`config.mk`:
```
export PLATFORM = sky130hd
export DESIGN_NAME = optical_pulse_port
export DESIGN_NICKNAME = d
export VERILOG_FILES = /design/src/rtl/optical_pulse_pkg.sv /design/src/rtl/optical_pulse_port.sv
export SDC_FILE = /design/constraint.sdc
export NUM_CORES = 1
export LEC_CHECK = 0
export ABC_AREA = 1
export BUFFER_PORTS_ARGS = -buffer_cell sky130_fd_sc_hd__buf_2
export CAP_MARGIN = 25
export CORE_MARGIN = 3
export CORE_UTILIZATION = 52
export DETAILED_ROUTE_END_ITERATION = 8
export GPL_TIMING_DRIVEN = 0
export HOLD_SLACK_MARGIN = 0.15
export PLACE_DENSITY_LB_ADDON = 0.05
export SLEW_MARGIN = 20
export SYNTH_ARGS = -nofsm -noshare
export SYNTH_HDL_FRONTEND = slang
export SYNTH_SLANG_ARGS = --single-unit
```
`constraint.sdc`:
```
create_clock -name aclk -period 3.7 [get_ports aclk]
set_input_delay 0.74 -clock aclk [delete_from_list [all_inputs] [get_ports aclk]]
set_output_delay 0.74 -clock aclk [all_outputs]
set_load 0.1 [all_outputs]
```
`src/rtl/optical_pulse_pkg.sv`:
```
// constants, register map and control types for the optical port and pulse output block
package optical_pulse_pkg;
  // register indices; byte address is four times the index
  localparam logic [15:0] IDX_PULSE_CFG = 16'h2004;
  localparam logic [15:0] IDX_TX_CFG = 16'h2007;
  localparam logic [15:0] IDX_OPT_CFG = 16'h2008;
  localparam logic [15:0] IDX_MAX_WIDTH = 16'h2080;
  localparam logic [15:0] IDX_INTERVAL = 16'h2081;
  localparam logic [15:0] IDX_STATUS = 16'h2082;
  // field positions
  localparam int POS_PULSE_INV = 6;
  localparam int POS_DUTY = 0;
  localparam int POS_TXSEL = 6;
  localparam int POS_TXINV = 0;
  localparam int POS_TXMOD = 1;
  localparam int POS_RXINV = 4;
  localparam int POS_RXDIS = 5;
  // reset values
  localparam logic [7:0] MAX_WIDTH_RST = 8'hFF;
  localparam logic [7:0] INTERVAL_RST = 8'h00;
  localparam logic [7:0] WIDTH_NO_LIMIT = 8'hFF;
  // timing
  localparam int CLK_PERIOD_NS = 50;
  localparam int SAMPLE_TIME_NS = 397000;
  localparam int SAMPLE_CYCLES = SAMPLE_TIME_NS / CLK_PERIOD_NS;
  localparam int INTERVAL_UNIT_NS = 1000;
  localparam int INTERVAL_UNIT_CYCLES = INTERVAL_UNIT_NS / CLK_PERIOD_NS;
  localparam int CARRIER_CYCLES_DEF = 512;
  // bus answers
  localparam logic [1:0] RESP_OKAY = 2'h0;
  localparam logic [1:0] RESP_SLVERR = 2'h2;

  typedef enum logic [1:0] {
    TX_UART = 2'b00,
    TX_DIO_TWO = 2'b01,
    TX_REAL = 2'b10,
    TX_REACTIVE = 2'b11
  } tx_source_type;

  typedef struct packed {
    logic pulse_polarity_invert;
    logic [1:0] tx_modulation_duty;
    tx_source_type tx_pin_source_select;
    logic tx_invert;
    logic tx_modulation_enable;
    logic rx_comparator_invert;
    logic rx_pin_digital_select;
    logic [7:0] pulse_max_width;
    logic [7:0] pulse_fifo_interval;
  } ctrl_type;

  localparam ctrl_type CTRL_RST = '{1'b0, 2'h0, TX_UART, 1'b0, 1'b0, 1'b0, 1'b0,
                                    MAX_WIDTH_RST, INTERVAL_RST};
endpackage

```
`src/rtl/optical_pulse_port.sv`:
```
// optical port pin conditioning and energy pulse shaping with an AXI4-Lite register slave
//
// Notes on behaviour
// - duty field sets carrier low fraction
// - rx disable bit routes pin to digital
// - rx invert flips comparator result for uart
// - two-bit select picks transmit pin source
// - tx invert flips the transmit signal
// - modulation replaces low intervals with carrier
// - modulation follows the optional inversion
// - pulse low width limited to 2N+1 units
// - interval zero means sample unit; max width 255 unlimited while interval is zero
// - interval zero bypasses fifo, pulses immediately
// - pulses active low unless invert bit set
`timescale 1ns/10ps
module optical_pulse_port
  import optical_pulse_pkg::*;
#(
  parameter int ADDR_W = 18,
  parameter int SAMPLE_CYC = SAMPLE_CYCLES,
  parameter int CARRIER_CYCLES = CARRIER_CYCLES_DEF,
  parameter int PEND_W = 4
) (
  // clock and reset
  input wire logic aclk,
  input wire logic aresetn,
  // axi4-lite write
  input wire logic [ADDR_W-1:0] awaddr,
  input wire logic awvalid,
  output logic awready,
  input wire logic [31:0] wdata,
  input wire logic [3:0] wstrb,
  input wire logic wvalid,
  output logic wready,
  output logic [1:0] bresp,
  output logic bvalid,
  input wire logic bready,
  // axi4-lite read
  input wire logic [ADDR_W-1:0] araddr,
  input wire logic arvalid,
  output logic arready,
  output logic [31:0] rdata,
  output logic [1:0] rresp,
  output logic rvalid,
  input wire logic rready,
  // receive pin, both views asynchronous
  input wire logic rx_comparator_in,
  input wire logic optical_receive_pin,
  output logic uart_rx,
  output logic general_digital_pin_one,
  // transmit sources on this clock
  input wire logic uart_tx,
  input wire logic general_digital_pin_two,
  input wire logic [1:0] energy_pulse_request,
  // pins
  output logic optical_transmit_pin,
  output logic real_energy_pulse,
  output logic reactive_energy_pulse
);
  localparam int CW = $clog2(CARRIER_CYCLES);

  initial begin
    if (ADDR_W < 18 || ADDR_W > 32) $error("ADDR_W must be 18..32");
    if (CARRIER_CYCLES < 16 || CARRIER_CYCLES % 16 != 0) $error("CARRIER_CYCLES bad");
    if (SAMPLE_CYC < 1 || SAMPLE_CYC > 65535) $error("SAMPLE_CYC out of range");
    if (PEND_W < 1 || PEND_W > 8) $error("PEND_W out of range");
  end

  ctrl_type ctrl;
  logic [ADDR_W-1:0] waddr_q;
  logic [31:0] wdata_q;
  logic wlane_q;
  logic do_write;
  logic [15:0] widx;
  logic [15:0] ridx;
  logic [7:0] status;

  // write address and data are taken in either order, answered once both are held
  assign do_write = !awready && !wready && !bvalid;
  assign widx = waddr_q[17:2];
  assign ridx = araddr[17:2];

  always_ff @(posedge aclk) begin
    if (!aresetn) begin
      awready <= 1'b1;
      wready <= 1'b1;
      bvalid <= 1'b0;
      bresp <= RESP_OKAY;
      waddr_q <= '0;
      wdata_q <= '0;
      wlane_q <= 1'b0;
    end else begin
      if (awvalid && awready) begin
        waddr_q <= awaddr;
        awready <= 1'b0;
      end
      if (wvalid && wready) begin
        wdata_q <= wdata;
        wlane_q <= wstrb[0];
        wready <= 1'b0;
      end
      if (do_write) begin
        bvalid <= 1'b1;
        bresp <= (widx inside {IDX_PULSE_CFG, IDX_TX_CFG, IDX_OPT_CFG, IDX_MAX_WIDTH,
                               IDX_INTERVAL, IDX_STATUS}) ? RESP_OKAY : RESP_SLVERR;
      end
      if (bvalid && bready) begin
        bvalid <= 1'b0;
        awready <= 1'b1;
        wready <= 1'b1;
      end
    end
  end

  // control registers; only byte lane 0 carries data
  always_ff @(posedge aclk) begin
    if (!aresetn) begin
      ctrl <= CTRL_RST;
    end else if (do_write && wlane_q) begin
      unique case (widx)
        IDX_PULSE_CFG: ctrl.pulse_polarity_invert <= wdata_q[POS_PULSE_INV];
        IDX_TX_CFG: begin
          ctrl.tx_modulation_duty <= wdata_q[POS_DUTY +: 2];
          ctrl.tx_pin_source_select <= tx_source_type'(wdata_q[POS_TXSEL +: 2]);
        end
        IDX_OPT_CFG: begin
          ctrl.tx_invert <= wdata_q[POS_TXINV];
          ctrl.tx_modulation_enable <= wdata_q[POS_TXMOD];
          ctrl.rx_comparator_invert <= wdata_q[POS_RXINV];
          ctrl.rx_pin_digital_select <= wdata_q[POS_RXDIS];
        end
        IDX_MAX_WIDTH: ctrl.pulse_max_width <= wdata_q[7:0];
        IDX_INTERVAL: ctrl.pulse_fifo_interval <= wdata_q[7:0];
        default: ;
      endcase
    end
  end

  // read answer one cycle after the address is taken
  always_ff @(posedge aclk) begin
    if (!aresetn) begin
      arready <= 1'b1;
      rvalid <= 1'b0;
      rdata <= '0;
      rresp <= RESP_OKAY;
    end else begin
      if (arvalid && arready) begin
        arready <= 1'b0;
        rvalid <= 1'b1;
        rresp <= RESP_OKAY;
        rdata <= '0;
        unique case (ridx)
          IDX_PULSE_CFG: rdata[POS_PULSE_INV] <= ctrl.pulse_polarity_invert;
          IDX_TX_CFG: begin
            rdata[POS_DUTY +: 2] <= ctrl.tx_modulation_duty;
            rdata[POS_TXSEL +: 2] <= ctrl.tx_pin_source_select;
          end
          IDX_OPT_CFG: begin
            rdata[POS_TXINV] <= ctrl.tx_invert;
            rdata[POS_TXMOD] <= ctrl.tx_modulation_enable;
            rdata[POS_RXINV] <= ctrl.rx_comparator_invert;
            rdata[POS_RXDIS] <= ctrl.rx_pin_digital_select;
          end
          IDX_MAX_WIDTH: rdata[7:0] <= ctrl.pulse_max_width;
          IDX_INTERVAL: rdata[7:0] <= ctrl.pulse_fifo_interval;
          IDX_STATUS: rdata[7:0] <= status;
          default: rresp <= RESP_SLVERR;
        endcase
      end
      if (rvalid && rready) begin
        rvalid <= 1'b0;
        arready <= 1'b1;
      end
    end
  end

  // three-stage synchronisers; a new level counts once stages two and three agree
  logic [1:0] sync1;
  logic [1:0] sync2;
  logic [1:0] sync3;
  logic [1:0] rx_level;
  logic [1:0] rx_raw;
  assign rx_raw = {optical_receive_pin, rx_comparator_in};

  for (genvar i = 0; i < 2; i++) begin : g_sync
    always_ff @(posedge aclk) begin
      if (!aresetn) begin
        sync1[i] <= 1'b1;
        sync2[i] <= 1'b1;
        sync3[i] <= 1'b1;
        rx_level[i] <= 1'b1;
      end else begin
        sync1[i] <= rx_raw[i];
        sync2[i] <= sync1[i];
        sync3[i] <= sync2[i];
        if (sync2[i] == sync3[i]) rx_level[i] <= sync3[i];
      end
    end
  end

  // receive routing; uart sees idle high while the pin serves as digital input
  always_ff @(posedge aclk) begin
    if (!aresetn) begin
      uart_rx <= 1'b1;
      general_digital_pin_one <= 1'b0;
    end else if (ctrl.rx_pin_digital_select) begin
      uart_rx <= 1'b1;
      general_digital_pin_one <= rx_level[1];
    end else begin
      uart_rx <= rx_level[0] ^ ctrl.rx_comparator_invert;
      general_digital_pin_one <= 1'b0;
    end
  end

  // time unit tick: sample time, or interval units while the fifo paces pulses
  logic [15:0] tick_cnt;
  logic [15:0] t1_len;
  logic tick;
  assign t1_len = (ctrl.pulse_fifo_interval == 8'h00) ? 16'(SAMPLE_CYC)
                : 16'(ctrl.pulse_fifo_interval * 16'(INTERVAL_UNIT_CYCLES));
  assign tick = (tick_cnt >= t1_len - 16'h0001);

  always_ff @(posedge aclk) begin
    if (!aresetn) tick_cnt <= '0;
    else tick_cnt <= tick ? 16'h0000 : tick_cnt + 16'h0001;
  end

  // pulse channels: 0 real energy, 1 reactive energy
  logic [1:0] req_prev;
  logic [1:0] active;
  logic [8:0] units [2];
  logic [PEND_W-1:0] pending [2];
  logic fifo_mode;
  logic limit_en;
  logic [8:0] limit;
  logic [8:0] fifo_len;
  assign fifo_mode = (ctrl.pulse_fifo_interval != 8'h00);
  assign limit_en = (ctrl.pulse_max_width != WIDTH_NO_LIMIT);
  assign limit = {ctrl.pulse_max_width, 1'b1};
  assign fifo_len = limit_en ? limit : 9'h001;

  for (genvar c = 0; c < 2; c++) begin : g_pulse
    logic rise;
    logic take;
    logic put;
    assign rise = energy_pulse_request[c] && !req_prev[c];
    assign put = fifo_mode && rise && (pending[c] != '1);
    assign take = fifo_mode && !active[c] && (pending[c] != '0) && tick;

    always_ff @(posedge aclk) begin
      if (!aresetn) req_prev[c] <= 1'b0;
      else req_prev[c] <= energy_pulse_request[c];
    end

    // queue depth; a request arriving with a release keeps its place unless the queue is already full
    always_ff @(posedge aclk) begin
      if (!aresetn || !fifo_mode) pending[c] <= '0;
      else pending[c] <= pending[c] + PEND_W'(put) - PEND_W'(take);
    end

    // pulse state and width in time units, limit ends the pulse early
    always_ff @(posedge aclk) begin
      if (!aresetn) begin
        active[c] <= 1'b0;
        units[c] <= '0;
      end else if (!active[c]) begin
        units[c] <= '0;
        if (fifo_mode ? take : rise) active[c] <= 1'b1;
      end else begin
        if (tick) units[c] <= units[c] + 9'h001;
        if (fifo_mode) begin
          if (tick && units[c] + 9'h001 >= fifo_len) active[c] <= 1'b0;
        end else if (!energy_pulse_request[c] ||
                     (limit_en && tick && units[c] + 9'h001 >= limit)) begin
          active[c] <= 1'b0;
        end
      end
    end
  end

  // pulse pins, active low unless inverted
  always_ff @(posedge aclk) begin
    if (!aresetn) begin
      real_energy_pulse <= 1'b1;
      reactive_energy_pulse <= 1'b1;
    end else begin
      real_energy_pulse <= active[0] ~^ ctrl.pulse_polarity_invert;
      reactive_energy_pulse <= active[1] ~^ ctrl.pulse_polarity_invert;
    end
  end

  // carrier divider; fixed period keeps the low fraction exact for every duty code
  logic [CW-1:0] car_cnt;
  logic [CW-1:0] low_len;
  logic carrier_low;
  // three-bit shift amount, so code 11 shifts by four instead of wrapping to zero
  assign low_len = CW'(CARRIER_CYCLES >> (3'(ctrl.tx_modulation_duty) + 3'd1));
  assign carrier_low = (car_cnt < low_len);

  always_ff @(posedge aclk) begin
    if (!aresetn || car_cnt == CW'(CARRIER_CYCLES - 1)) car_cnt <= '0;
    else car_cnt <= car_cnt + 1'b1;
  end

  // transmit path: select, invert, then modulate the low intervals
  logic tx_sel;
  logic tx_pre;
  always_comb begin
    unique case (ctrl.tx_pin_source_select)
      TX_UART: tx_sel = uart_tx;
      TX_DIO_TWO: tx_sel = general_digital_pin_two;
      TX_REAL: tx_sel = real_energy_pulse;
      TX_REACTIVE: tx_sel = reactive_energy_pulse;
    endcase
  end
  assign tx_pre = tx_sel ^ ctrl.tx_invert;

  always_ff @(posedge aclk) begin
    if (!aresetn) optical_transmit_pin <= 1'b1;
    else if (ctrl.tx_modulation_enable) optical_transmit_pin <= tx_pre | !carrier_low;
    else optical_transmit_pin <= tx_pre;
  end

  assign status = {4'(pending[0]), fifo_mode, uart_rx, active[1], active[0]};
endmodule

```
==> impl_metrics.ini, run 1 <==
[global_route]
grt_antenna_before_repair = 0
grt.met3_usage_pct = 3.90
grt_first_pass_wirelength_mm = 31.0
use_met2_pct = 37.2
grt_util_all_layers_pct = 22.7
use_met1_pct = 30.5
top_usage_layer = met2
grt_overflow = 0
grt_pass1_vias = 6621
grt_max_degree = 17

[drt]
route.detailed.drc = 0
via_count = 7400
vias_per_cell = 5.20
routed_wirelength_mm = 19.9
drt_iter0_markers = 357
antenna_left = 0
dr.pass1.iters = 5
wl_per_cell_um = 14.0

[worst_setup_path]
slowest_delay_ns = 0.52
cp_num_buf_inv = 4
cp-start-kind = flop
cp-end-kind = flop
cp_max_fo = 5
critPathRequiredTime_ns = 4.01
worstSetupPathType = flop to flop
path_common_cell = ha_4
worst_ep_arrival_time_ns = 4.61
crit_chain = ha_4, ha_4, fa_2, nor2_4, nor2_1, o21ai_1, nand3_2, nor3_4, nand4_1, nand2_1, inv_1, ha_1, nand4_1, a21oi_2, nor2_2, nand2_4, nand4_1, inv_2, ha_4, inv_4, ha_4, inv_2, fa_2, nor2_1
cp_top_family = adder cells
cp_slowest_cell = fa_2

[run_status]
failed_checks = setup timing
outcome = finished with violations

[synth]
synth_top_family_by_area = simple AND/OR/NAND/NOR gates
yosys.area_share.adder_pct = 13.1
synth_area_per_cell_um2 = 7.48
synth_compound_gate_area_share_pct = 13.0
ys_ff_latch = 133
ys_types = 44
synth_simple_gate_area_share_pct = 24.9
synth_mux_area_share_pct = 0
synth_warnings = 0
yosysSeqAreaShare_pct = 35.2
synthXorXnorAreaFrac_pct = 3.15
synthesis.instances = 1079
syn_area_mm2 = 0.00807

[floorplan]
die_w_um = 131
io_pins = 131
row_count = 44
initial_core_util_pct = 54.3
die_h_um = 131
die_area_mm2 = 0.0170
coreArea_mm2 = 0.0149

[sta]
fin_ws_ns = -0.593
fin_crit_sh_pct = 116
rsz0062_at_grt = yes
setup_viol = 52
drv_slew = 0
period_needed_ns = 4.29
slew_headroom_pct = 37.4
hold_viol_final = 0
fmax_ghz = 0.233
tightest_slew_ns = 0.940
fin_skew_ns = 0.0108
holdWs_ns = 0.431
setup_tns_ns = -9.78

[cts]
clk_latency_ns = 0.42
cts_root_buf = clkbuf_16
cts_tree = built
clock_sinks = 133
h-tree-depth = 4
cts.clk_slew.worst_paths_ns = 0.06
cts_buffers = 17
cts_buffer_depth = 2

[power_and_ir_drop]
vdd_drop_max_v = 0.000327
p_per_area_mw_per_mm2 = 370
p_leak_nw = 4.64

[min_path]
min_path_type = flop to flop

[place]
dpl.hpwl_mm = 14.3
dp.cells = 1361
placed_cell_area_mm2 = 0.00883
portBuffers = 73
gp_congestion = 0.851

[finish]
drive_gt1_share_pct = 22.2
finalNetCount = 1394
fin_cells = 1423
final_core_util_pct = 67.7
layout_commonest_cell = nand2_1
diodes = 0
area_growth_pct = 24.8
mostFrequentLayoutCells = nand2_1 (169), inv_1 (134), nor2_1 (119)
fin_area_mm2 = 0.0101

[job]
drv_cap = 0
-- what timing repair did --
item                                    4_1_cts  5_1_grt
pin swaps                                    24       28
endpoints found under the setup margin       38       62
hold buffers                                  0        0
buffers inserted                             18       10
gates resized for setup                      39       60
cloned                                        0        3
-- per-layer routing --
layer  part of all wire [%]  wire (um)
met2                     47       9360
met3                    4.8        963
met1                     46       9150
met5                      0          0
met4                    2.2        441
-- cell type report --
class / instances / area (um2)
clock inverter: 11 / 125
multi-input combinational: 778 / 4900
sequential: 133 / 2860
buffer: 46 / 293
clock buffer: 21 / 450
inverter: 149 / 566
timing repair buffer: 101 / 651
tap: 184 / 230
fill: 1297 / 4800
-- cell usage after synthesis (all sizes together) --
master / number / area [um2]
o211ai: 13 / 97.6
nand4: 18 / 113
nand3: 60 / 325
clkbuf: 15 / 56.3
o21ai: 71 / 363
edfxtp: 18 / 541
a31oi: 5 / 31.3
nor3b: 4 / 30.0
nor4: 6 / 52.6
o22ai: 6 / 37.5
nand3b: 8 / 60.1
o32ai: 1 / 8.76
a21o: 1 / 7.51
xor2: 24 / 210
o21a: 8 / 60.1
inv: 147 / 552
or2: 10 / 62.6
clkinv: 2 / 8.75
o2111ai: 1 / 8.76
nor2: 138 / 541
a21oi: 86 / 438
dfxtp: 115 / 2300
fa: 3 / 60.1
ha: 80 / 1000
nor3: 19 / 126
buf: 31 / 226
conb: 1 / 3.75
xnor2: 5 / 43.8
nand2: 183 / 702
-- cell families after synthesis --
logic type / after synthesis
AOI/OAI and AO/OA: 192
xor gates and xnor gates: 29
adders and majority gates: 83
buffers and inverters: 195
DFF: 133
other: 1
and+or+nand+nor: 446
-- metrics by stage --
stage | power, mW | setup WS [ns]
5_1_grt | 3.86 | -0.830
3_5_place_dp | 2.07 | -0.704
3_3_place_gp | 2.06 | -0.697
6_report | 3.72 | -0.593
2_1_floorplan | 1.97 | -0.257
4_1_cts | 3.72 | -0.429
-- power by group --
part | switching, mW | total (mW) | internal [mW]
Sequential | 0.0319 | 1.55 | 1.52
Clock | 0.640 | 1.65 | 1.01
Combinational | 0.386 | 0.520 | 0.134
-- state kept, by name, summed over array words and instances (netlist names), 2 cells and up --
| register | count |
|---|---|
| req_prev | 2 |
| active | 2 |
| units | 18 |
| sync3 | 2 |
| car_cnt | 9 |
| sync2 | 2 |
| waddr_q | 16 |
| wdata_q | 8 |
| rx_level | 2 |
| pending | 8 |
| tick_cnt | 16 |
| rdata | 8 |
| sync1 | 2 |
| ctrl | 25 |
-- worst paths after layout --
check / startpoint / to / slack (ns) / cells after the start
worst max-delay path: ctrl[3] / pending[0][1] / -0.59 / 24
worst min-delay path: sync1[1] / sync2[1] / 0.43 / 1
worst max register to register: ctrl[3] / pending[0][1] / -0.59 / 24
worst min register to register: sync1[1] / sync2[1] / 0.43 / 1
Power figures use the tool's default switching activity.
==> run 2, diff against run 1 <==
--- a/config.mk
+++ b/config.mk
@@ -8,7 +8,7 @@
 export ABC_AREA = 1
 export BUFFER_PORTS_ARGS = -buffer_cell sky130_fd_sc_hd__buf_2
 export CAP_MARGIN = 25
-export CORE_MARGIN = 3
+export CORE_MARGIN = 1.5
 export CORE_UTILIZATION = 52
 export DETAILED_ROUTE_END_ITERATION = 8
 export GPL_TIMING_DRIVEN = 0
==> run 2 against run 1 <==
- the run still ends with setup timing left
- total power increased by 2.6%
- sequential share of layout area increased by 0.28 points
- non-clock buffer count decreased by 9
- largest cell class unchanged
- worst setup slack improved by 0.23 ns
- fmax increased by 5.6%
- highest routed layer is now met5
- utilization decreased by 2.0 points
- hold slack got worse by 0.017 ns
- combinational power decreased by 2%
==> impl_metrics.ini, run 2 (synthesized netlist as in run 1, its figures left out) <==
[run_status]
outcome = finished with violations
failed_checks = setup timing

[finish]
fin_cells = 1417
drive_gt1_share_pct = 20.9
layout_commonest_cell = nand2_1
area_growth_pct = 23.8
diodes = 0
finalNetCount = 1384
mostFrequentLayoutCells = nand2_1 (170), inv_1 (133), nor2_1 (126)
fillerInstances = 1395
largest-register = ctrl
largest_reg_flops = 25
final_core_util_pct = 65.7
largestRegisters = ctrl (25), units (18)

[min_path]
min_path_type = flop to flop
holdPathEnd = sync2[1]
holdPathStages = 1
hold_start = sync1[1]

[sta]
period_needed_ns = 4.07
setup_viol = 6
fin_crit_sh_pct = 110
slew_headroom_pct = 45.0
fmax_ghz = 0.246
fin_ws_ns = -0.366
holdWs_ns = 0.414
rsz0062_at_grt = yes
drv_slew = 0
setup_tns_ns = -2.01
hold_viol_final = 0
fin_skew_ns = 0.00882
tightest_slew_ns = 0.824

[drt]
route.detailed.drc = 0
vias_per_cell = 5.12
routed_wirelength_mm = 19.5
drt_iter0_markers = 454
via_count = 7258
dr.pass1.iters = 5
antenna_left = 0
wl_per_cell_um = 13.8

[power_and_ir_drop]
seqPwrFrac_pct = 40.5
p_leak_nw = 4.58
p_per_area_mw_per_mm2 = 382
intPower_mw = 2.77
combPwrFrac_pct = 13.3
pwr-share-clk_pct = 46.2
p_sw_mw = 1.05
p_total_mw = 3.82
vdd_drop_max_v = 0.000350
switching_share_pct = 27.5

[cts]
h-tree-depth = 4
cts.clk_slew.worst_paths_ns = 0.06
cts_tree = built
clk_latency_ns = 0.42
clock_sinks = 133
cts_buffers = 17
cts_root_buf = clkbuf_16
cts_buffer_depth = 2

[worst_setup_path]
ff2ff_path_depth = 25
r2r_slack_ns = -0.37
worst_ep_arrival_time_ns = 4.38
cp-start-kind = flop
cp-end-kind = flop
r2r_end = pending[1][1]
cp_max_fo = 5
worstSetupPathType = flop to flop
timing.rr.start = ctrl[3]
critPathRequiredTime_ns = 4.01

[global_route]
grt_util_all_layers_pct = 24.8
grt_pass1_vias = 6864
grt_overflow = 0
grt_first_pass_wirelength_mm = 32.2
grt_antenna_before_repair = 2
grt_max_degree = 17

[floorplan]
die_w_um = 128
initial_core_util_pct = 53.1
coreArea_mm2 = 0.0152
row_count = 45
die_h_um = 128
io_pins = 131
die_area_mm2 = 0.0163

[place]
dpl.hpwl_mm = 14.3
dp.cells = 1365
gp_congestion = 0.829
portBuffers = 73

[job]
drv_cap = 0
[run 2: cell types whose count changed in the layout (fill, tap and decap cells not counted), moves of 3 or more]
cell,before,now
nand3_2,9,6
buf_6,11,7
nor3_2,6,3
nor2_1,119,126
a21oi_2,8,5
nand3_4,2,6
nor2_2,13,6
[run 2: area by class of cell]
class	count	area, um2	share of cell area [%]
buffer	45	278	2.78
clock buffer	22	475	4.76
clock inverter	10	143	1.43
inverter	149	566	5.66
multi-input combinational	777	4880	48.8
sequential	133	2860	28.7
tap	188	235	2.36
timing repair buffer	93	551	5.51
[run 2: power by group through the flow]
stage	combinational, mW	sequential [mW]	clock [mW]
4_1_cts	0.497	1.55	1.79
2_1_floorplan	0.317	1.65	0
6_report	0.507	1.55	1.76
3_3_place_gp	0.486	1.58	0
3_5_place_dp	0.491	1.58	0
5_1_grt	0.552	1.55	1.85
[run 2: worst max-delay path, cell delays in order, from the launching register on]
cell     delay (ns)
dfxtp_4        0.39
ha_4           0.21
ha_4           0.16
fa_2           0.39
nor2_2         0.12
nor2_1         0.05
o21ai_1        0.15
nand3_2        0.15
nor3_4         0.18
xnor2_1        0.14
inv_1          0.07
ha_1           0.26
nand2_1        0.05
inv_2          0.06
nand3_2        0.07
nor2_2         0.12
nand2_2        0.07
nand2_4        0.09
nand4_1        0.14
inv_2          0.11
ha_4           0.20
inv_2          0.06
ha_4           0.13
inv_2          0.03
fa_2           0.50
nor2_1         0.04
[run 2: worst max-delay path by stage]
stage	startpoint	end	slack [ns]	cells after the start
after floorplan	ctrl[3]	pending[1][1]	-0.26	25
after global placement	ctrl[5]	pending[0][2]	-0.68	26
after detailed placement	ctrl[5]	pending[0][2]	-0.68	26
after CTS	ctrl[3]	pending[0][1]	-0.42	23
after global routing	ctrl[3]	pending[1][2]	-0.57	25
final	ctrl[3]	pending[1][1]	-0.37	25
[run 2: through the flow]
stage               instance area (um2)  worst slack, ns
floorplan                          8230           -0.257
finish                             9990           -0.366
global route                       9990           -0.570
detailed placement                 8830           -0.683
global placement                   8830           -0.679
CTS                                9770           -0.420
[run 2: layer usage]
layer | wire length, um | global-route usage, % | up-vias
met4 | 378 | 8.33 | 2
met2 | 9120 | 41.7 | 160
met1 | 9090 | 32.2 | 3273
met3 | 898 | 4.65 | 27
met5 | 10 | 0 | -
li1 | - | - | 3796
[run 2: what timing repair did]
action,CTS,global route
setup endpoints to repair,41,62
gates cloned,0,1
hold buffers,0,0
pin swaps,24,9
gates resized for setup,51,36
buffers inserted,13,7
hold endpoints to repair,0,0
==> run 3, diff against run 2 <==
--- a/config.mk
+++ b/config.mk
@@ -14,6 +14,7 @@
 export GPL_TIMING_DRIVEN = 0
 export HOLD_SLACK_MARGIN = 0.15
 export PLACE_DENSITY_LB_ADDON = 0.05
+export SETUP_SLACK_MARGIN = 0.5
 export SLEW_MARGIN = 20
 export SYNTH_ARGS = -nofsm -noshare
 export SYNTH_HDL_FRONTEND = slang
==> run 3 against run 2 <==
- the flow still finishes with violations (setup timing)
- via count rose by 1.0%
- die area stayed put
- clock power fell by 3%
- final area grew 1.2%
- sequential share of layout area decreased by 0.32 points
- critical path type unchanged
- largest power group unchanged
==> impl_metrics.ini, run 3 (synthesized netlist as in run 1, its figures left out) <==
[global_route]
grt_overflow = 0
grt_antenna_before_repair = 1
grt_first_pass_wirelength_mm = 31.5
grt_max_degree = 17
grt_pass1_vias = 6712
grt_util_all_layers_pct = 24.3

[floorplan]
row_count = 45
coreArea_mm2 = 0.0152
initial_core_util_pct = 53.1
die_w_um = 128
die_area_mm2 = 0.0163
io_pins = 131
die_h_um = 128

[cts]
cts_buffers = 17
cts_tree = built
cts.clk_slew.worst_paths_ns = 0.06
cts_root_buf = clkbuf_16
h-tree-depth = 4
clock_sinks = 133
clk_latency_ns = 0.42
cts_buffer_depth = 2

[worst_setup_path]
slowest_delay_ns = 0.51
critPathRequiredTime_ns = 4.01
worstSetupPathType = flop to flop
cp_max_fo = 6
cp_top_family = adder cells
cp-start-kind = flop
cp_num_buf_inv = 5
path_common_cell = ha_4
worst_ep_arrival_time_ns = 4.38
cp_slowest_cell = fa_2
ff2ff_path_depth = 25
timing.rr.start = ctrl[1]
cp-end-kind = flop
r2r_end = pending[0][1]
r2r_slack_ns = -0.37

[sta]
fin_skew_ns = 0.00679
fin_crit_sh_pct = 110
rsz0062_at_grt = yes
holdWs_ns = 0.412
tightest_slew_ns = 1.13
setup_viol = 6
setup_tns_ns = -1.89
fmax_ghz = 0.246
drv_slew = 0
slew_headroom_pct = 24.8
hold_viol_final = 0
period_needed_ns = 4.07
fin_ws_ns = -0.372

[finish]
final_core_util_pct = 66.5
diodes = 0
largestRegisters = ctrl (25), units (18)
fin_area_mm2 = 0.0101
layout_commonest_cell = nand2_1
largest_reg_flops = 25
finalNetCount = 1390
largest-register = ctrl
area_growth_pct = 25.3
fin_cells = 1423
mostFrequentLayoutCells = nand2_1 (171), inv_1 (135), nor2_1 (118)
fillerInstances = 1333
drive_gt1_share_pct = 21.9

[drt]
dr.pass1.iters = 5
antenna_left = 0
vias_per_cell = 5.15
drt_iter0_markers = 407
wl_per_cell_um = 13.8
via_count = 7331
routed_wirelength_mm = 19.6
route.detailed.drc = 0

[job]
drv_cap = 0

[place]
portBuffers = 73
dpl.hpwl_mm = 14.2
gp_congestion = 0.875
pre_cts_slack_ns = -0.685
placed_cell_area_mm2 = 0.00886
dp.cells = 1365

[min_path]
hold_start = sync1[1]
min_path_type = flop to flop
holdPathStages = 1
holdPathEnd = sync2[1]

[power_and_ir_drop]
vdd_drop_max_v = 0.000301
p_leak_nw = 4.60
p_per_area_mw_per_mm2 = 374
p_total_mw = 3.78

[run_status]
failed_checks = setup timing
outcome = finished with violations
## run 3: worst max-delay path by stage
stage                        from       endpoint  slack [ns]  cells after the start
after CTS                 ctrl[3]  pending[1][1]       -0.40                     22
final                     ctrl[1]  pending[0][1]       -0.37                     25
after detailed placement  ctrl[5]  pending[1][2]       -0.69                     26
after global routing      ctrl[3]  pending[0][1]       -0.63                     24
after floorplan           ctrl[3]  pending[1][1]       -0.22                     25
after global placement    ctrl[5]  pending[0][2]       -0.69                     26
## run 3: layout make-up
class	count	area, um2	area share, %
multi-input cells	780	4970	49.1
clock inverters	10	116	1.15
plain buffers	46	293	2.90
well taps	188	235	2.33
repair buffers	95	579	5.73
inverters	149	568	5.62
clock buffers	22	484	4.79
flip-flops and latches	133	2860	28.3
## run 3: timing repair
item	4_1_cts	5_1_grt
setup endpoints to repair	62	62
resized for setup	44	49
hold buffers	0	0
pin swaps	25	18
setup buffers	14	7
cloned	1	4
## run 3: where the power goes
group | leakage (nW) | total, mW | switching (mW) | internal [mW]
sequential | 1.16 | 1.55 | 0.0321 | 1.51
combinational | 3.15 | 0.522 | 0.387 | 0.135
clock | 0.298 | 1.71 | 0.646 | 1.07
total | 4.60 | 3.78 | 1.07 | 2.72
## run 3: metal layers
layer	wire length, um	vias up	track usage, %	share of wire, %
met2	9290	154	41.4	47
met1	9110	3331	30.7	47
met3	807	27	4.56	4.1
li1	-	3817	-	-
met4	352	2	9.19	1.8
met5	10	-	0	0.051
